[src/hdl/slfc_regs.svh]
// Register offsets, field positions, reset values and counts of the link flow-control port
`ifndef SLFC_REGS_SVH
`define SLFC_REGS_SVH

// =============================================================
// Register byte offsets (AHB-Lite, one aligned word each)
`define SLFC_ADDR_CTRL      8'h00
`define SLFC_ADDR_STATUS    8'h04
`define SLFC_ADDR_WM        8'h08

// =============================================================
// Control register fields
`define SLFC_CTRL_TXC_BIT   0
`define SLFC_CTRL_WM_BIT    1
`define SLFC_CTRL_SPEC_BIT  2
`define SLFC_CTRL_RST       3'h3

// =============================================================
// Watermark / configuration-status word fields
`define SLFC_WM_HIGH_LSB    0
`define SLFC_WM_MID_LSB     8
`define SLFC_WM_LOW_LSB     16
`define SLFC_WM_INIT_LSB    24
`define SLFC_WM_HIGH_RST    5'h04
`define SLFC_WM_MID_RST     5'h03
`define SLFC_WM_LOW_RST     5'h02
`define SLFC_FIELD_MAX      5'h1E

// =============================================================
// Buffer report and timing
`define SLFC_BUF_ALL_ONES   5'h1F
`define SLFC_STATUS_LAST    10'h3FF

`endif

[src/hdl/slfc_pkg.sv]
// Types shared by the link flow-control port
`default_nettype none
package slfc_pkg;
  // Control symbol kinds exchanged with the link partner
  typedef enum logic [2:0] {
    SYM_ACCEPTED,
    SYM_RETRY,
    SYM_NOT_ACC,
    SYM_STATUS,
    SYM_RESTART,
    SYM_LINK_REQ,
    SYM_LINK_RESP
  } slfc_sym_e;

  // Output side recovery states
  typedef enum logic [1:0] {
    OUT_RUN,
    OUT_STOP,
    OUT_LRQ
  } slfc_out_e;
endpackage : slfc_pkg
`default_nettype wire

[src/hdl/slfc_port.sv]
// Link-level credit flow control for one serial link port, with AHB-Lite registers
// Functional notes
// - Transmitter-controlled mode is announced by a buffer report other than all ones.
// - Buffer report is the free maximum-size buffer count, saturated at field maximum.
// - The report may understate but never overstate the free buffers.
// - Changes of free buffers go out in accepted, retry or status symbols.
// - A buffer-carrying symbol is sent at least at the minimum symbol rate.
// - A retry symbol from the partner puts the output side into retry-stopped.
// - Input retry-stopped discards the retried packet and ignores all later packets.
// - Input retry-stopped sends a retry symbol carrying the retried packet's tag.
// - A received restart-from-retry ends input retry-stopped.
// - Output retry-stopped halts new packets and restarts acknowledgment timers.
// - Output retry-stopped sends one restart-from-retry symbol.
// - Output side rewinds to the retried packet's tag.
// - Output resumes; first packet sent carries the retried tag.
// - Optional watermarks limit allowed priorities by effective free buffers.
// - Watermarks reset to four, three, two and stay strictly ordered above zero.
// - Watermarks may be adjusted from the status report seen before transmission.
// - Watermarks and initial report sit as four 8-bit fields of one word.
// - The port counts packets sent but not yet acknowledged.
// - Accepted: in-flight minus one, effective free is report minus in-flight.
// - Retry: in-flight cleared, effective free equals the received report.
// - Not-accepted: both cleared, link-request sent, free loaded from response.
// - Packets beyond effective free buffers may be sent speculatively.
// - After link initialization status symbols advertise the supported mode.
// - Transmitter-controlled mode only when both ports support it.
// - Receiver-controlled mode reports all ones in every buffer field.
// - Packets are accepted only in consecutive tag order modulo 32.
`default_nettype none
`include "slfc_regs.svh"
module slfc_port (
  // Clock and reset
  input  wire logic              hclk,
  input  wire logic              hresetn,
  // AHB-Lite slave
  input  wire logic              hsel,
  input  wire logic [31:0]       haddr,
  input  wire logic [1:0]        htrans,
  input  wire logic              hwrite,
  input  wire logic [2:0]        hsize,
  input  wire logic [31:0]       hwdata,
  input  wire logic              hready,
  output logic                   hreadyout,
  output logic [31:0]            hrdata,
  output logic                   hresp,
  // Link state and local receive buffers
  input  wire logic              link_init,
  input  wire logic [5:0]        local_free_bufs,
  // Received control symbols
  input  wire logic              rx_sym_valid,
  input  wire slfc_pkg::slfc_sym_e rx_sym_type,
  input  wire logic [4:0]        rx_sym_tag,
  input  wire logic [4:0]        rx_sym_buf,
  // Control symbols to send
  output logic                   tx_sym_valid,
  input  wire logic              tx_sym_ready,
  output slfc_pkg::slfc_sym_e    tx_sym_type,
  output logic [4:0]             tx_sym_tag,
  output logic [4:0]             tx_sym_buf,
  // Received packets (error-free, end of packet)
  input  wire logic              rx_pkt_valid,
  output logic                   rx_pkt_ready,
  input  wire logic [4:0]        rx_pkt_tag,
  input  wire logic [1:0]        rx_pkt_prio,
  output logic                   rx_pkt_take,
  // Packets to send
  input  wire logic              tx_pkt_valid,
  output logic                   tx_pkt_ready,
  input  wire logic [1:0]        tx_pkt_prio,
  output logic [4:0]             tx_pkt_tag,
  output logic                   tx_rewind,
  output logic                   ack_timer_restart
);

  // ===========================================================
  // Event decode
  logic rx_acc, rx_rty, rx_nac, rx_sts, rx_rst, rx_rsp;
  assign rx_acc = rx_sym_valid && (rx_sym_type == slfc_pkg::SYM_ACCEPTED);
  assign rx_rty = rx_sym_valid && (rx_sym_type == slfc_pkg::SYM_RETRY);
  assign rx_nac = rx_sym_valid && (rx_sym_type == slfc_pkg::SYM_NOT_ACC);
  assign rx_sts = rx_sym_valid && (rx_sym_type == slfc_pkg::SYM_STATUS);
  assign rx_rst = rx_sym_valid && (rx_sym_type == slfc_pkg::SYM_RESTART);
  assign rx_rsp = rx_sym_valid && (rx_sym_type == slfc_pkg::SYM_LINK_RESP);

  // ===========================================================
  // Registers and their next values
  logic [2:0]  ctrl_q, ctrl_d;
  logic [4:0]  wm_hi_q, wm_hi_d, wm_mid_q, wm_mid_d, wm_lo_q, wm_lo_d;
  logic [4:0]  init_buf_q, init_buf_d;
  logic        dph_wr_q, dph_wr_d;
  logic [7:0]  dph_addr_q, dph_addr_d;
  logic [31:0] hrdata_q, hrdata_d;
  logic        link_up_q, link_up_d, pre_tx_q, pre_tx_d, partner_q, partner_d;
  logic [4:0]  buf_rep_q, buf_rep_d;
  logic [9:0]  per_cnt_q, per_cnt_d;
  logic        pend_acc_q, pend_acc_d, pend_rty_q, pend_rty_d;
  logic        pend_rst_q, pend_rst_d, pend_lrq_q, pend_lrq_d, pend_sts_q, pend_sts_d;
  logic [4:0]  acc_tag_q, acc_tag_d, rty_tag_q, rty_tag_d;
  logic        in_stop_q, in_stop_d, take_q, take_d;
  logic [4:0]  exp_tag_q, exp_tag_d;
  slfc_pkg::slfc_out_e out_q, out_d;
  logic [4:0]  next_tag_q, next_tag_d;
  logic [5:0]  outst_q, outst_d, free_q, free_d;
  logic        rewind_q, rewind_d, tmr_q, tmr_d, heard_q, heard_d;

  logic        tx_mode, adv, pkt_in, room, pkt_send, sym_sent, buf_sym;
  logic [3:0]  prio_ok;
  logic [4:0]  wr_hi, wr_mid, wr_lo;

  // Both ends must support it, else both fall back
  assign tx_mode = ctrl_q[`SLFC_CTRL_TXC_BIT] && partner_q;
  // Own support is advertised until the partner's status has been heard
  assign adv = ctrl_q[`SLFC_CTRL_TXC_BIT] && (partner_q || !heard_q);

  // ===========================================================
  // Bus slave: zero wait state, read data captured in the address phase
  assign hreadyout = 1'b1;
  assign hresp     = 1'b0;
  assign hrdata    = hrdata_q;
  assign wr_hi     = hwdata[`SLFC_WM_HIGH_LSB +: 5];
  assign wr_mid    = hwdata[`SLFC_WM_MID_LSB +: 5];
  assign wr_lo     = hwdata[`SLFC_WM_LOW_LSB +: 5];

  always_comb
  begin
    ctrl_d     = ctrl_q;
    wm_hi_d    = wm_hi_q;
    wm_mid_d   = wm_mid_q;
    wm_lo_d    = wm_lo_q;
    dph_wr_d   = 1'b0;
    dph_addr_d = dph_addr_q;
    hrdata_d   = hrdata_q;
    if (hsel && htrans[1] && hready)
    begin
      dph_wr_d   = hwrite;
      dph_addr_d = haddr[7:0];
      case (haddr[7:0])
        `SLFC_ADDR_CTRL:   hrdata_d = {29'h0000_0000, ctrl_q};
        `SLFC_ADDR_STATUS: hrdata_d = {15'h0000, outst_q, free_q, out_q,
                                       in_stop_q, partner_q, tx_mode};
        `SLFC_ADDR_WM:     hrdata_d = {3'h0, init_buf_q, 3'h0, wm_lo_q,
                                       3'h0, wm_mid_q, 3'h0, wm_hi_q};
        default:           hrdata_d = 32'h0000_0000;
      endcase
    end
    if (dph_wr_q)
    begin
      if (dph_addr_q == `SLFC_ADDR_CTRL)
        ctrl_d = hwdata[2:0];
      // A write that breaks the ordering or range is dropped whole
      if (dph_addr_q == `SLFC_ADDR_WM && wr_hi > wr_mid && wr_mid > wr_lo
          && wr_lo != 5'h00 && wr_hi <= `SLFC_FIELD_MAX)
      begin
        wm_hi_d  = wr_hi;
        wm_mid_d = wr_mid;
        wm_lo_d  = wr_lo;
      end
    end
  end

  always_ff @(posedge hclk or negedge hresetn)
  begin
    if (!hresetn)
    begin
      ctrl_q     <= `SLFC_CTRL_RST;
      wm_hi_q    <= `SLFC_WM_HIGH_RST;
      wm_mid_q   <= `SLFC_WM_MID_RST;
      wm_lo_q    <= `SLFC_WM_LOW_RST;
      dph_wr_q   <= 1'b0;
      dph_addr_q <= 8'h00;
      hrdata_q   <= 32'h0000_0000;
    end
    else
    begin
      ctrl_q     <= ctrl_d;
      wm_hi_q    <= wm_hi_d;
      wm_mid_q   <= wm_mid_d;
      wm_lo_q    <= wm_lo_d;
      dph_wr_q   <= dph_wr_d;
      dph_addr_q <= dph_addr_d;
      hrdata_q   <= hrdata_d;
    end
  end

  // ===========================================================
  // Priority gating by watermarks
  always_comb
  begin
    prio_ok = 4'hF;
    // Speculative sending lifts the limit; the partner retries the excess
    if (tx_mode && ctrl_q[`SLFC_CTRL_WM_BIT] && !ctrl_q[`SLFC_CTRL_SPEC_BIT])
    begin
      if (free_q >= {1'b0, wm_hi_q})
        prio_ok = 4'hF;
      else if (free_q >= {1'b0, wm_mid_q})
        prio_ok = 4'hE;
      else if (free_q >= {1'b0, wm_lo_q})
        prio_ok = 4'hC;
      else
        prio_ok = 4'h8;
    end
  end

  // A retry or not-accepted arriving now would void a packet started now
  assign tx_pkt_ready = link_up_q && (out_q == slfc_pkg::OUT_RUN) && !rx_rty && !rx_nac
                        && prio_ok[tx_pkt_prio];
  assign pkt_send     = tx_pkt_valid && tx_pkt_ready;
  assign tx_pkt_tag   = next_tag_q;
  assign tx_rewind    = rewind_q;
  assign ack_timer_restart = tmr_q;

  // ===========================================================
  // Symbol selection: retry first, so the partner stops soonest
  assign tx_sym_valid = pend_rty_q || pend_rst_q || pend_lrq_q || pend_acc_q || pend_sts_q;
  assign tx_sym_buf   = buf_rep_q;
  always_comb
  begin
    tx_sym_type = slfc_pkg::SYM_STATUS;
    tx_sym_tag  = 5'h00;
    if (pend_rty_q)
    begin
      tx_sym_type = slfc_pkg::SYM_RETRY;
      tx_sym_tag  = rty_tag_q;
    end
    else if (pend_rst_q)
      tx_sym_type = slfc_pkg::SYM_RESTART;
    else if (pend_lrq_q)
      tx_sym_type = slfc_pkg::SYM_LINK_REQ;
    else if (pend_acc_q)
    begin
      tx_sym_type = slfc_pkg::SYM_ACCEPTED;
      tx_sym_tag  = acc_tag_q;
    end
  end
  assign sym_sent = tx_sym_valid && tx_sym_ready;
  assign buf_sym  = sym_sent && (pend_rty_q || (!pend_rst_q && !pend_lrq_q));

  // ===========================================================
  // Input side
  assign rx_pkt_ready = !pend_acc_q && !pend_rty_q;
  assign rx_pkt_take  = take_q;
  assign pkt_in       = rx_pkt_valid && rx_pkt_ready;
  // Lower priorities need spare buffers so the highest priority can pass while any buffer is free
  assign room = local_free_bufs > {4'h0, 2'h3 - rx_pkt_prio};

  // ===========================================================
  // Protocol state next values
  always_comb
  begin
    link_up_d  = link_up_q;
    pre_tx_d   = pre_tx_q;
    partner_d  = partner_q;
    init_buf_d = init_buf_q;
    per_cnt_d  = per_cnt_q + 10'h001;
    pend_acc_d = pend_acc_q && !(sym_sent && !pend_rty_q && !pend_rst_q && !pend_lrq_q);
    pend_rty_d = pend_rty_q && !sym_sent;
    pend_rst_d = pend_rst_q && !(sym_sent && !pend_rty_q);
    pend_lrq_d = pend_lrq_q && !(sym_sent && !pend_rty_q && !pend_rst_q);
    pend_sts_d = pend_sts_q && !buf_sym;
    acc_tag_d  = acc_tag_q;
    rty_tag_d  = rty_tag_q;
    in_stop_d  = in_stop_q;
    take_d     = 1'b0;
    exp_tag_d  = exp_tag_q;
    out_d      = out_q;
    next_tag_d = next_tag_q;
    outst_d    = outst_q;
    free_d     = free_q;
    rewind_d   = 1'b0;
    tmr_d      = 1'b0;
    heard_d    = heard_q || rx_sts;
    // Report: all ones in receiver-controlled mode, else saturated count
    if (!adv)
      buf_rep_d = `SLFC_BUF_ALL_ONES;
    else if (local_free_bufs > {1'b0, `SLFC_FIELD_MAX})
      buf_rep_d = `SLFC_FIELD_MAX;
    else
      buf_rep_d = local_free_bufs[4:0];
    // Change and periodic triggers set the status request; set wins over clear
    if (link_up_q && (buf_rep_d != buf_rep_q || per_cnt_q == `SLFC_STATUS_LAST))
      pend_sts_d = 1'b1;
    if (buf_sym)
      per_cnt_d = 10'h000;

    if (link_init)
    begin
      link_up_d  = 1'b1;
      pre_tx_d   = 1'b1;
      heard_d    = 1'b0;
      pend_sts_d = 1'b1;
      outst_d    = 6'h00;
      free_d     = 6'h00;
      out_d      = slfc_pkg::OUT_RUN;
    end
    else
    begin
      if (rx_sts)
        partner_d = rx_sym_buf != `SLFC_BUF_ALL_ONES;
      if (rx_sts && pre_tx_q)
      begin
        init_buf_d = rx_sym_buf;
        free_d     = {1'b0, rx_sym_buf};
      end

      // Input side: accept in tag order, retry when out of room
      if (rx_rst)
        in_stop_d = 1'b0;
      if (pkt_in && !in_stop_q && rx_pkt_tag == exp_tag_q)
      begin
        if (room)
        begin
          pend_acc_d = 1'b1;
          acc_tag_d  = rx_pkt_tag;
          take_d     = 1'b1;
          exp_tag_d  = exp_tag_q + 5'h01;
        end
        else
        begin
          in_stop_d  = 1'b1;
          pend_rty_d = 1'b1;
          rty_tag_d  = rx_pkt_tag;
        end
      end

      // Output side recovery and credit tracking
      if (rx_rty)
      begin
        out_d      = slfc_pkg::OUT_STOP;
        tmr_d      = 1'b1;
        pend_rst_d = 1'b1;
        next_tag_d = rx_sym_tag;
        rewind_d   = 1'b1;
        outst_d    = 6'h00;
        free_d     = {1'b0, rx_sym_buf};
      end
      else if (rx_nac)
      begin
        outst_d    = 6'h00;
        free_d     = 6'h00;
        pend_lrq_d = 1'b1;
        out_d      = slfc_pkg::OUT_LRQ;
      end
      else if (rx_rsp && out_q == slfc_pkg::OUT_LRQ)
      begin
        free_d = {1'b0, rx_sym_buf};
        out_d  = slfc_pkg::OUT_RUN;
      end
      else if (rx_acc)
      begin
        if (outst_q != 6'h00)
          outst_d = outst_q - 6'h01;
        if (outst_d > {1'b0, rx_sym_buf})
          free_d = 6'h00;
        else
          free_d = {1'b0, rx_sym_buf} - outst_d;
      end
      // Leave stop once the restart symbol is out
      if (out_q == slfc_pkg::OUT_STOP && sym_sent && !pend_rty_q && pend_rst_q)
        out_d = slfc_pkg::OUT_RUN;

      if (pkt_send)
      begin
        pre_tx_d   = 1'b0;
        outst_d    = outst_d + 6'h01;
        if (free_d != 6'h00)
          free_d = free_d - 6'h01;
        next_tag_d = next_tag_q + 5'h01;
      end
    end
  end

  always_ff @(posedge hclk or negedge hresetn)
  begin
    if (!hresetn)
    begin
      link_up_q  <= 1'b0;
      pre_tx_q   <= 1'b0;
      partner_q  <= 1'b0;
      init_buf_q <= 5'h00;
      buf_rep_q  <= `SLFC_BUF_ALL_ONES;
      per_cnt_q  <= 10'h000;
      pend_acc_q <= 1'b0;
      pend_rty_q <= 1'b0;
      pend_rst_q <= 1'b0;
      pend_lrq_q <= 1'b0;
      pend_sts_q <= 1'b0;
      acc_tag_q  <= 5'h00;
      rty_tag_q  <= 5'h00;
      in_stop_q  <= 1'b0;
      take_q     <= 1'b0;
      exp_tag_q  <= 5'h00;
      out_q      <= slfc_pkg::OUT_RUN;
      next_tag_q <= 5'h00;
      outst_q    <= 6'h00;
      free_q     <= 6'h00;
      rewind_q   <= 1'b0;
      tmr_q      <= 1'b0;
      heard_q    <= 1'b0;
    end
    else
    begin
      link_up_q  <= link_up_d;
      pre_tx_q   <= pre_tx_d;
      partner_q  <= partner_d;
      init_buf_q <= init_buf_d;
      buf_rep_q  <= buf_rep_d;
      per_cnt_q  <= per_cnt_d;
      pend_acc_q <= pend_acc_d;
      pend_rty_q <= pend_rty_d;
      pend_rst_q <= pend_rst_d;
      pend_lrq_q <= pend_lrq_d;
      pend_sts_q <= pend_sts_d;
      acc_tag_q  <= acc_tag_d;
      rty_tag_q  <= rty_tag_d;
      in_stop_q  <= in_stop_d;
      take_q     <= take_d;
      exp_tag_q  <= exp_tag_d;
      out_q      <= out_d;
      next_tag_q <= next_tag_d;
      outst_q    <= outst_d;
      free_q     <= free_d;
      rewind_q   <= rewind_d;
      tmr_q      <= tmr_d;
      heard_q    <= heard_d;
    end
  end
endmodule : slfc_port
`default_nettype wire

[config.mk]
export PLATFORM = sky130hd
export DESIGN_NAME = slfc_port
export DESIGN_NICKNAME = d
export VERILOG_FILES = /design/src/hdl/slfc_pkg.sv /design/src/hdl/slfc_port.sv
export VERILOG_INCLUDE_DIRS = /design/src /design/src/hdl
export SDC_FILE = /design/constraint.sdc
export NUM_CORES = 1
export LEC_CHECK = 0
export BUFFER_PORTS_ARGS = -buffer_cell sky130_fd_sc_hd__buf_4
export CAP_MARGIN = 20
export CORE_MARGIN = 2
export CORE_UTILIZATION = 52
export DETAILED_ROUTE_END_ITERATION = 10
export PLACE_DENSITY = 0.9
export RECOVER_POWER = 25
export SLEW_MARGIN = 20
export SYNTH_ARGS = -nofsm -noshare
export SYNTH_HDL_FRONTEND = slang
export SYNTH_SLANG_ARGS = --single-unit
[constraint.sdc]
create_clock -name hclk -period 5.7 [get_ports hclk]
set_clock_uncertainty 0.2 [all_clocks]
set_input_delay 1.14 -clock hclk [delete_from_list [all_inputs] [get_ports hclk]]
set_output_delay 1.14 -clock hclk [all_outputs]
set_load 0.005 [all_outputs]
==> results of run 1 <==
==> cell families after synthesis <==
family	synth area share (%)
buf+inv	5.291
mux	6.432
other cells	0.1088
xor+xnor	3.805
fa+ha+maj	7.356
simple gates	17.49
flops	43.32
compound gates	16.20
==> layout by cell type, fill, tap and decap left out, types with 4 or more instances in the layout <==
cell type  instances
a211oi_1           7
a21o_1             6
a21oi_1           24
a22o_1            21
a22oi_1           10
a31oi_1            6
and2_1             7
and3_1             9
buf_4            112
bufinv_16          5
clkbuf_1           4
clkbuf_16         17
clkinv_2           4
conb_1             8
dfrtp_1          108
dfstp_2           11
ha_1              39
inv_1             46
mux2_2            25
mux2i_1           14
nand2_1           66
nand2b_1           8
nand3_1           20
nand3b_1           4
nand4_1           14
nor2_1            50
nor2b_1           15
nor3_1             4
nor4_1             8
o2111ai_1          4
o21ai_0           23
o31ai_1           12
or2_2              5
xnor2_1           13
xor2_1            17
==> per-layer routing <==
layer / track usage, % / part of all wire (%)
met2: 41.45 / 48
met1: 35.45 / 43
met5: 0 / 0
met4: 9.152 / 2.4
met3: 5.508 / 7.1
==> metrics by stage <==
| stage | instances | worst slack [ns] |
|---|---|---|
| 2_1_floorplan | 703 | 1.983 |
| 3_3_place_gp | 956 | 1.648 |
| 3_5_place_dp | 956 | 1.619 |
| 4_1_cts | 988 | 1.559 |
| 5_1_grt | 989 | 1.277 |
| 6_report | 989 | 1.508 |
==> worst max-delay path by stage <==
stage                     cells after the start        end        from
final                                        15  free_q[0]  outst_q[0]
after global routing                         15  free_q[0]  outst_q[0]
after CTS                                    15  free_q[0]  outst_q[0]
after detailed placement                     15  free_q[0]  outst_q[0]
after global placement                       15  free_q[0]  outst_q[0]
after floorplan                              15  free_q[0]  outst_q[0]
==> power groups by stage <==
stage | combinational (W) | sequential, W | clock (W)
after global placement | 0.000497 | 0.00101 | 0
after CTS | 0.000525 | 0.00101 | 0.00119
after detailed placement | 0.000515 | 0.00102 | 0
after floorplan | 0.000354 | 0.000988 | 0
final | 0.000534 | 0.00101 | 0.00118
after global routing | 0.000595 | 0.00102 | 0.00123
==> worst reg2reg max path, cell delays in order (launching register included) <==
cell,delay [ns]
dfrtp_1,0.46
inv_1,0.21
ha_1,0.22
nor2b_1,0.28
nand2_1,0.18
xnor2_1,0.16
ha_1,0.21
fa_1,0.39
nand2b_1,0.21
a21oi_1,0.19
o211ai_2,0.14
o22a_1,0.26
ha_1,0.26
and3_1,0.17
a21oi_2,0.18
mux2_1,0.36
==> cell type report <==
type	instances	area [um2]	area share [%]
clock buffer	23	478.0	5.639
clock inverter	9	170.2	2.008
inverter	46	172.7	2.037
multi-input combinational	502	3571	42.13
sequential	119	2992	35.30
tap	176	220.2	2.598
timing repair buffer	114	872.1	10.29
==> synth_stat cells (9+ instances only) <==
master	n
a22o_1	21
inv_1	46
and3_1	9
mux2_2	25
mux2i_1	14
nand3_1	20
xnor2_1	13
dfrtp_1	108
nand2_1	66
nand4_1	14
nor2_1	50
nor2b_1	15
ha_1	39
o31ai_1	12
clkbuf_1	16
buf_4	9
dfstp_2	11
a22oi_1	10
xor2_1	17
o21ai_0	23
a21oi_1	24
==> sequential cells by signal (all words and copies together), names as in the netlist, 5 cells and up <==
register and count:
hrdata 26, per_cnt_q 10, dph_addr_q 8, free_q 6
outst_q 6, acc_tag_q 5, exp_tag_q 5, init_buf_q 5
rty_tag_q 5, tx_pkt_tag 5, tx_sym_buf 5, wm_hi_q 5
wm_lo_q 5, wm_mid_q 5
==> out/results.tsv, run 1 <==
stage	metric	value	unit
status	outcome	finished, final reports clean	
die	num_rows	42	
worst_hold_path	holdCritPathClass	reg -> reg	
power_and_ir_drop	max-vdd-ir-drop	0.0002382	V
worst_setup_path	crit_type	reg -> reg	
grt	grt_use_total	26.06	%
synthesis	ys_seq_elements	119	
die	fp.dieH	119.2	um
worst_setup_path	r2r-start	outst_q[0]	
timing	rsz0062_at_grt	false	
worst_setup_path	crit_path_top_delay_cell	dfrtp_1	
synthesis	synthFlopType	dfrtp_1	
timing	finalCritPeriodShare	73.54	%
detailed_routing	drc	0	
power_and_ir_drop	p_switching	0.0007493	W
clock_tree	cts_setup_buffers	0	
placement	placed_area	7804	um2
worst_setup_path	r2r_setup_slack	1.51	ns
power_and_ir_drop	p_sw_share	27.50	%
synthesis	yosys.cell_types.count	79	
worst_setup_path	reg2reg_depth	15	
timing	report.final.setup_viol	0	
die	die_width	119.2	um
power_and_ir_drop	total_power	0.002724	W
worst_setup_path	critPathLaunchType	flip-flop	
power_and_ir_drop	intPower	0.001975	W
placement	dp_hpwl	12500	um
clock_tree	cts_made_buffers	17	
grt	grt_pass1_wl	28980	um
timing	tns	0	ns
synthesis	yosys.area.top_type_share	39.14	%
placement	routabilityCongestion	0.9537	
synthesis	synthTopCellsByArea	dfrtp_1 39%, ha_1 7.1%, dfstp_2 4.2%	
clock_tree	cts.sinks	119	
job	cap_violations	0	
cells_and_area	drive_gt1_share	23.99	%
clock_tree	htree_levels	4	
power_and_ir_drop	p_leak	4.148	nW
timing	period_needed	4.192	ns
clock_tree	clkLatencyLatePin	0.42	ns
worst_setup_path	rr_endpoint	free_q[0]	
clock_tree	holdBufCountCts	0	
power_and_ir_drop	seq_power_share	37.0	%
worst_setup_path	crit_required	5.80	ns
synthesis	syn_area	6905	um2
worst_setup_path	path_delay_family	adder cells	
synthesis	synth_cells	697	
detailed_routing	initialDrtViolationCount	706	
cells_and_area	antenna_cells	0	
synthesis	syn_area_per_cell	9.907	um2
clock_tree	cts_resized	0	
die	initial_core_util	52.77	%
grt	antenna_found_initial	0	
die	die_area	14220	um2
clock_tree	clk_pin_slew	0.05	ns
worst_setup_path	crit_buf_inv	1	
cells_and_area	fin_area	8476	um2
timing	hold_viol	0	
cells_and_area	fillCellCount	968	
die	io_pins	165	
detailed_routing	firstDrtPassIters	6	
cells_and_area	final_util	64.77	%
worst_setup_path	arrival	4.29	ns
worst_hold_path	holdPathStages	2	
clock_tree	cts_tree	built	
worst_hold_path	holdPathEnd	hrdata[9]	
timing	worstMarginPinSlew	1.147	ns
power_and_ir_drop	combPwrFrac	19.6	%
grt	gr-total-overflow	0	
detailed_routing	vias_per_cell	5.950	
synthesis	synth_area_leader_cell	dfrtp_1	
clock_tree	cts_root_buffer	clkbuf_16	
synthesis	ys_warn_count	0	
worst_setup_path	critPathMostFrequentCell	ha_1	
worst_setup_path	crit_fanout	6	
grt	grt_max_degree	78	
detailed_routing	wire_per_inst	18.30	um
detailed_routing	num_vias	5885	
worst_setup_path	max_stage_delay	0.46	ns
detailed_routing	postRouteAntennaNets	0	
synthesis	synth_edf_count	0	
worst_hold_path	hp-start	hrdata[9]	
timing	slew_violations	0	
detailed_routing	drt_wl_total	18100	um
cells_and_area	area_growth	22.74	%
worst_setup_path	critPathCaptureType	flip-flop	
timing	slew_headroom	23.54	%
timing	fmax	0.2386	GHz
worst_setup_path	crit_chain	inv_1 > ha_1 > nor2b_1 > nand2_1 > xnor2_1 > ha_1 > fa_1 > nand2b_1 > a21oi_1 > o211ai_2 > o22a_1 > ha_1 > and3_1 > a21oi_2 > mux2_1	
power_and_ir_drop	clock_power_share	43.4	%
synthesis	ys_seq_area_share	43.32	%
clock_tree	cts_buffer_depth	2	
synthesis	async_flop_share	100.0	%
timing	hold_slack	0.2845	ns
placement	port_buffers	111	
cells_and_area	nets	947	
die	coreArea	13090	um2
power_and_ir_drop	power_per_cell_area	321.4	nW/um2
grt	grt_pass1_vias	5555	
Power figures use the tool's default switching activity.
==> run 2, diff against run 1 <==
--- a/config.mk
+++ b/config.mk
@@ -6,12 +6,13 @@
 export SDC_FILE = /design/constraint.sdc
 export NUM_CORES = 1
 export LEC_CHECK = 0
+export ABC_AREA = 1
 export BUFFER_PORTS_ARGS = -buffer_cell sky130_fd_sc_hd__buf_4
 export CAP_MARGIN = 20
 export CORE_MARGIN = 2
-export CORE_UTILIZATION = 52
+export CORE_UTILIZATION = 49
 export DETAILED_ROUTE_END_ITERATION = 10
-export PLACE_DENSITY = 0.9
+export PLACE_DENSITY = 0.89
 export RECOVER_POWER = 25
 export SLEW_MARGIN = 20
 export SYNTH_ARGS = -nofsm -noshare
==> constraint.sdc (replaced) <==
create_clock -name hclk -period 3.5 [get_ports hclk]
set_clock_uncertainty 0.2 [all_clocks]
set_input_delay 0.7 -clock hclk [delete_from_list [all_inputs] [get_ports hclk]]
set_output_delay 0.7 -clock hclk [all_outputs]
set_load 0.005 [all_outputs]
==> run 2 against run 1 <==
The flow now finishes with violations (capacitance limit, slew limit); hold slack lost 0.029 ns; flip-flop and latch count is the same; critical path depth grew 3; area after synthesis grew 1.5%; via count grew 9.8%; final area grew 2.9%; register-to-register slack lost 1.3 ns; combinational power grew 86%; critical endpoint is now free_q[2].
==> out/results.tsv, run 2 <==
stage	metric	value	unit
status	outcome	finished, violations left	
status	violations	capacitance limit, slew limit	
grt	grt_pass1_wl	29330	um
placement	placed_area	8030	um2
cells_and_area	largest_register_ffs	26	
die	initial_core_util	50.28	%
timing	period_needed	3.274	ns
synthesis	synth_edf_count	0	
placement	dp_hpwl	12870	um
cells_and_area	nets	1159	
grt	grt_pass1_vias	6196	
cells_and_area	drive_gt1_share	20.39	%
cells_and_area	area_growth	24.52	%
cells_and_area	fillCellCount	1101	
synthesis	syn_area	7007	um2
worst_setup_path	critPathCaptureType	flip-flop	
die	fp.dieH	123.6	um
detailed_routing	vias_per_cell	5.364	
detailed_routing	num_vias	6464	
worst_setup_path	rr_endpoint	free_q[2]	
die	coreArea	13930	um2
worst_setup_path	crit_type	reg -> reg	
worst_setup_path	max_stage_delay	0.38	ns
clock_tree	cts_buffer_depth	2	
clock_tree	cts_root_buffer	clkbuf_16	
timing	slew_violations	63	
worst_setup_path	crit_path_top_delay_cell	dfrtp_1	
clock_tree	cts_made_buffers	17	
timing	slew_headroom	-0.7339	%
worst_setup_path	r2r_setup_slack	0.23	ns
timing	report.final.setup_viol	0	
synthesis	synthTopCellsByArea	dfrtp_1 39%, nand2_1 12%, ha_1 7.0%	
power_and_ir_drop	total_power	0.004565	W
worst_setup_path	crit_path_start	outst_q[0]	
detailed_routing	postRouteAntennaNets	0	
clock_tree	clkLatencyLatePin	0.43	ns
die	die_area	15270	um2
clock_tree	holdBufCountCts	0	
grt	gr-total-overflow	0	
grt	grt_use_total	24.86	%
synthesis	synth_xor_area_share	2.625	%
worst_setup_path	r2r-start	outst_q[0]	
power_and_ir_drop	p_leak	4.491	nW
detailed_routing	drc	0	
worst_setup_path	critPathMostFrequentCell	nand2_1	
placement	routabilityCongestion	0.9153	
clock_tree	htree_levels	4	
worst_setup_path	path_delay_family	simple AND/OR/NAND/NOR gates	
detailed_routing	firstDrtPassIters	7	
die	io_pins	165	
synthesis	yosys-mux-area-fraction	0	%
placement	port_buffers	111	
synthesis	synthFlopType	dfrtp_1	
cells_and_area	antenna_cells	0	
synthesis	yosys.cell_types.count	55	
synthesis	yosys.area.top_type_share	38.57	%
synthesis	yosysMostFrequentCell	nand2_1	
worst_setup_path	critPathLaunchType	flip-flop	
detailed_routing	wire_per_inst	14.95	um
synthesis	synthTopCellsByCount	225 x nand2_1, 130 x inv_1, 108 x dfrtp_1	
worst_setup_path	crit_required	3.61	ns
synthesis	synth_fa_ha_area_share	7.250	%
grt	grt_max_degree	63	
cells_and_area	final_common_cell	nand2_1	
worst_setup_path	crit_buf_inv	4	
timing	finalWorstSetupSlack	0.2260	ns
synthesis	async_flop_share	100.0	%
cells_and_area	fin_area	8725	um2
clock_tree	cts.sinks	119	
timing	hold_viol	0	
grt	antenna_found_initial	0	
synthesis	ys_warn_count	0	
cells_and_area	final_cell_mix	222 x nand2_1, 130 x inv_1, 121 x buf_4	
worst_hold_path	holdPathStages	2	
detailed_routing	drt_wl_total	18020	um
power_and_ir_drop	power_per_cell_area	523.3	nW/um2
worst_hold_path	holdCritPathClass	in -> reg	
synthesis	synth_compound_area_share	12.20	%
worst_setup_path	arrival	3.39	ns
synthesis	ys_seq_elements	119	
timing	fmax	0.3054	GHz
synthesis	synth_simple_gate_area_share	25.54	%
worst_hold_path	hp-start	rx_pkt_tag[0]	
worst_setup_path	reg2reg_depth	18	
clock_tree	cts_tree	built	
synthesis	syn_area_per_cell	7.873	um2
clock_tree	clk_pin_slew	0.06	ns
synthesis	synth_area_leader_cell	dfrtp_1	
power_and_ir_drop	max-vdd-ir-drop	0.0003520	V
timing	finalCritPeriodShare	93.54	%
detailed_routing	initialDrtViolationCount	548	
synthesis	synth_top_family_by_area	simple AND/OR/NAND/NOR gates	
worst_setup_path	crit_chain	clkinv_1 > buf_4 > ha_1 > nand2_1 > o21ai_0 > inv_1 > ha_1 > nand2_1 > nand2_2 > nand4_1 > nand2_1 > a21oi_2 > ha_2 > inv_1 > nor3_2 > nand3_1 > nand2_2 > a21oi_2	
worst_hold_path	holdPathEnd	exp_tag_q[0]	
placement	pre_cts_slack	0.1482	ns
synthesis	ys_seq_area_share	42.70	%
job	cap_violations	1	
worst_setup_path	crit_fanout	7	
timing	worstMarginPinSlew	1.511	ns
synthesis	synth_cells	890	
die	num_rows	43	
die	die_width	123.6	um
## run 2: cell count changes after synthesis, sizes merged, moves of 9 or more
cell,delta
nor3,+9
mux2,-27
o21ai,+52
a22oi,-10
a22o,-21
nand3,+21
nor2,+25
nand2,+163
inv,+87
mux2i,-14
nor2b,-15
## run 2: area by class of cell
| cell class | instances | area [um2] | share of cell area (%) |
|---|---|---|---|
| Sequential cell | 119 | 2992 | 34.29 |
| Clock inverter | 13 | 217.7 | 2.495 |
| Inverter | 138 | 519.2 | 5.952 |
| Multi-Input combinational cell | 611 | 3390 | 38.85 |
| Timing Repair Buffer | 125 | 928.4 | 10.64 |
| Tap cell | 180 | 225.2 | 2.581 |
| Clock buffer | 19 | 452.9 | 5.191 |
## run 2: worst max path at each step
stage                      endpoint  slack [ns]  cells after the start
after floorplan           free_q[5]        0.26                     18
final                     free_q[2]        0.23                     18
after CTS                 free_q[5]        0.08                     18
after global placement    free_q[5]        0.27                     18
after global routing      free_q[5]       -0.01                     18
after detailed placement  free_q[5]        0.15                     18
## run 2: routing by layer
metal	track usage, %	wire length [um]	vias up
li1	-	-	3111
met1	31.24	7567	3065
met2	40.25	8587	242
met3	7.601	1472	46
met4	9.730	388	0
met5	0	0	-
## run 2: cells by family after synthesis
| kind of cell | count (synthesis) |
|---|---|
| other | 2 |
| flip-flops | 119 |
| buffers and inverters | 166 |
| AO/OA/AOI/OAI | 146 |
| adder cells (fa/ha/maj) | 40 |
| AND/OR/NAND/NOR | 396 |
| XOR/XNOR | 21 |
## run 2: repair_timing
item / in CTS / in global routing
gates resized for setup: 0 / 12
buffers inserted: 0 / 2
endpoints found under the setup margin: 0 / 6
## run 2: metrics by stage
stage	std cells	utilization, %	TNS [ns]	hold slack, ns
4_1_cts	1203	62.44	0	0.1718
3_5_place_dp	1171	57.63	0	0.2574
6_report	1205	62.61	0	0.2560
2_1_floorplan	896	-	0	0.2044
3_3_place_gp	1171	57.63	0	0.2564
5_1_grt	1205	62.61	-0.02829	0.2534
## run 2: power by group
part | total [W] | leakage (nW) | switching [W] | internal [W]
clock | 0.00198 | 0.320 | 0.000667 | 0.00131
sequential | 0.00160 | 1.55 | 0.0000965 | 0.00150
combinational | 0.000993 | 2.62 | 0.000578 | 0.000415
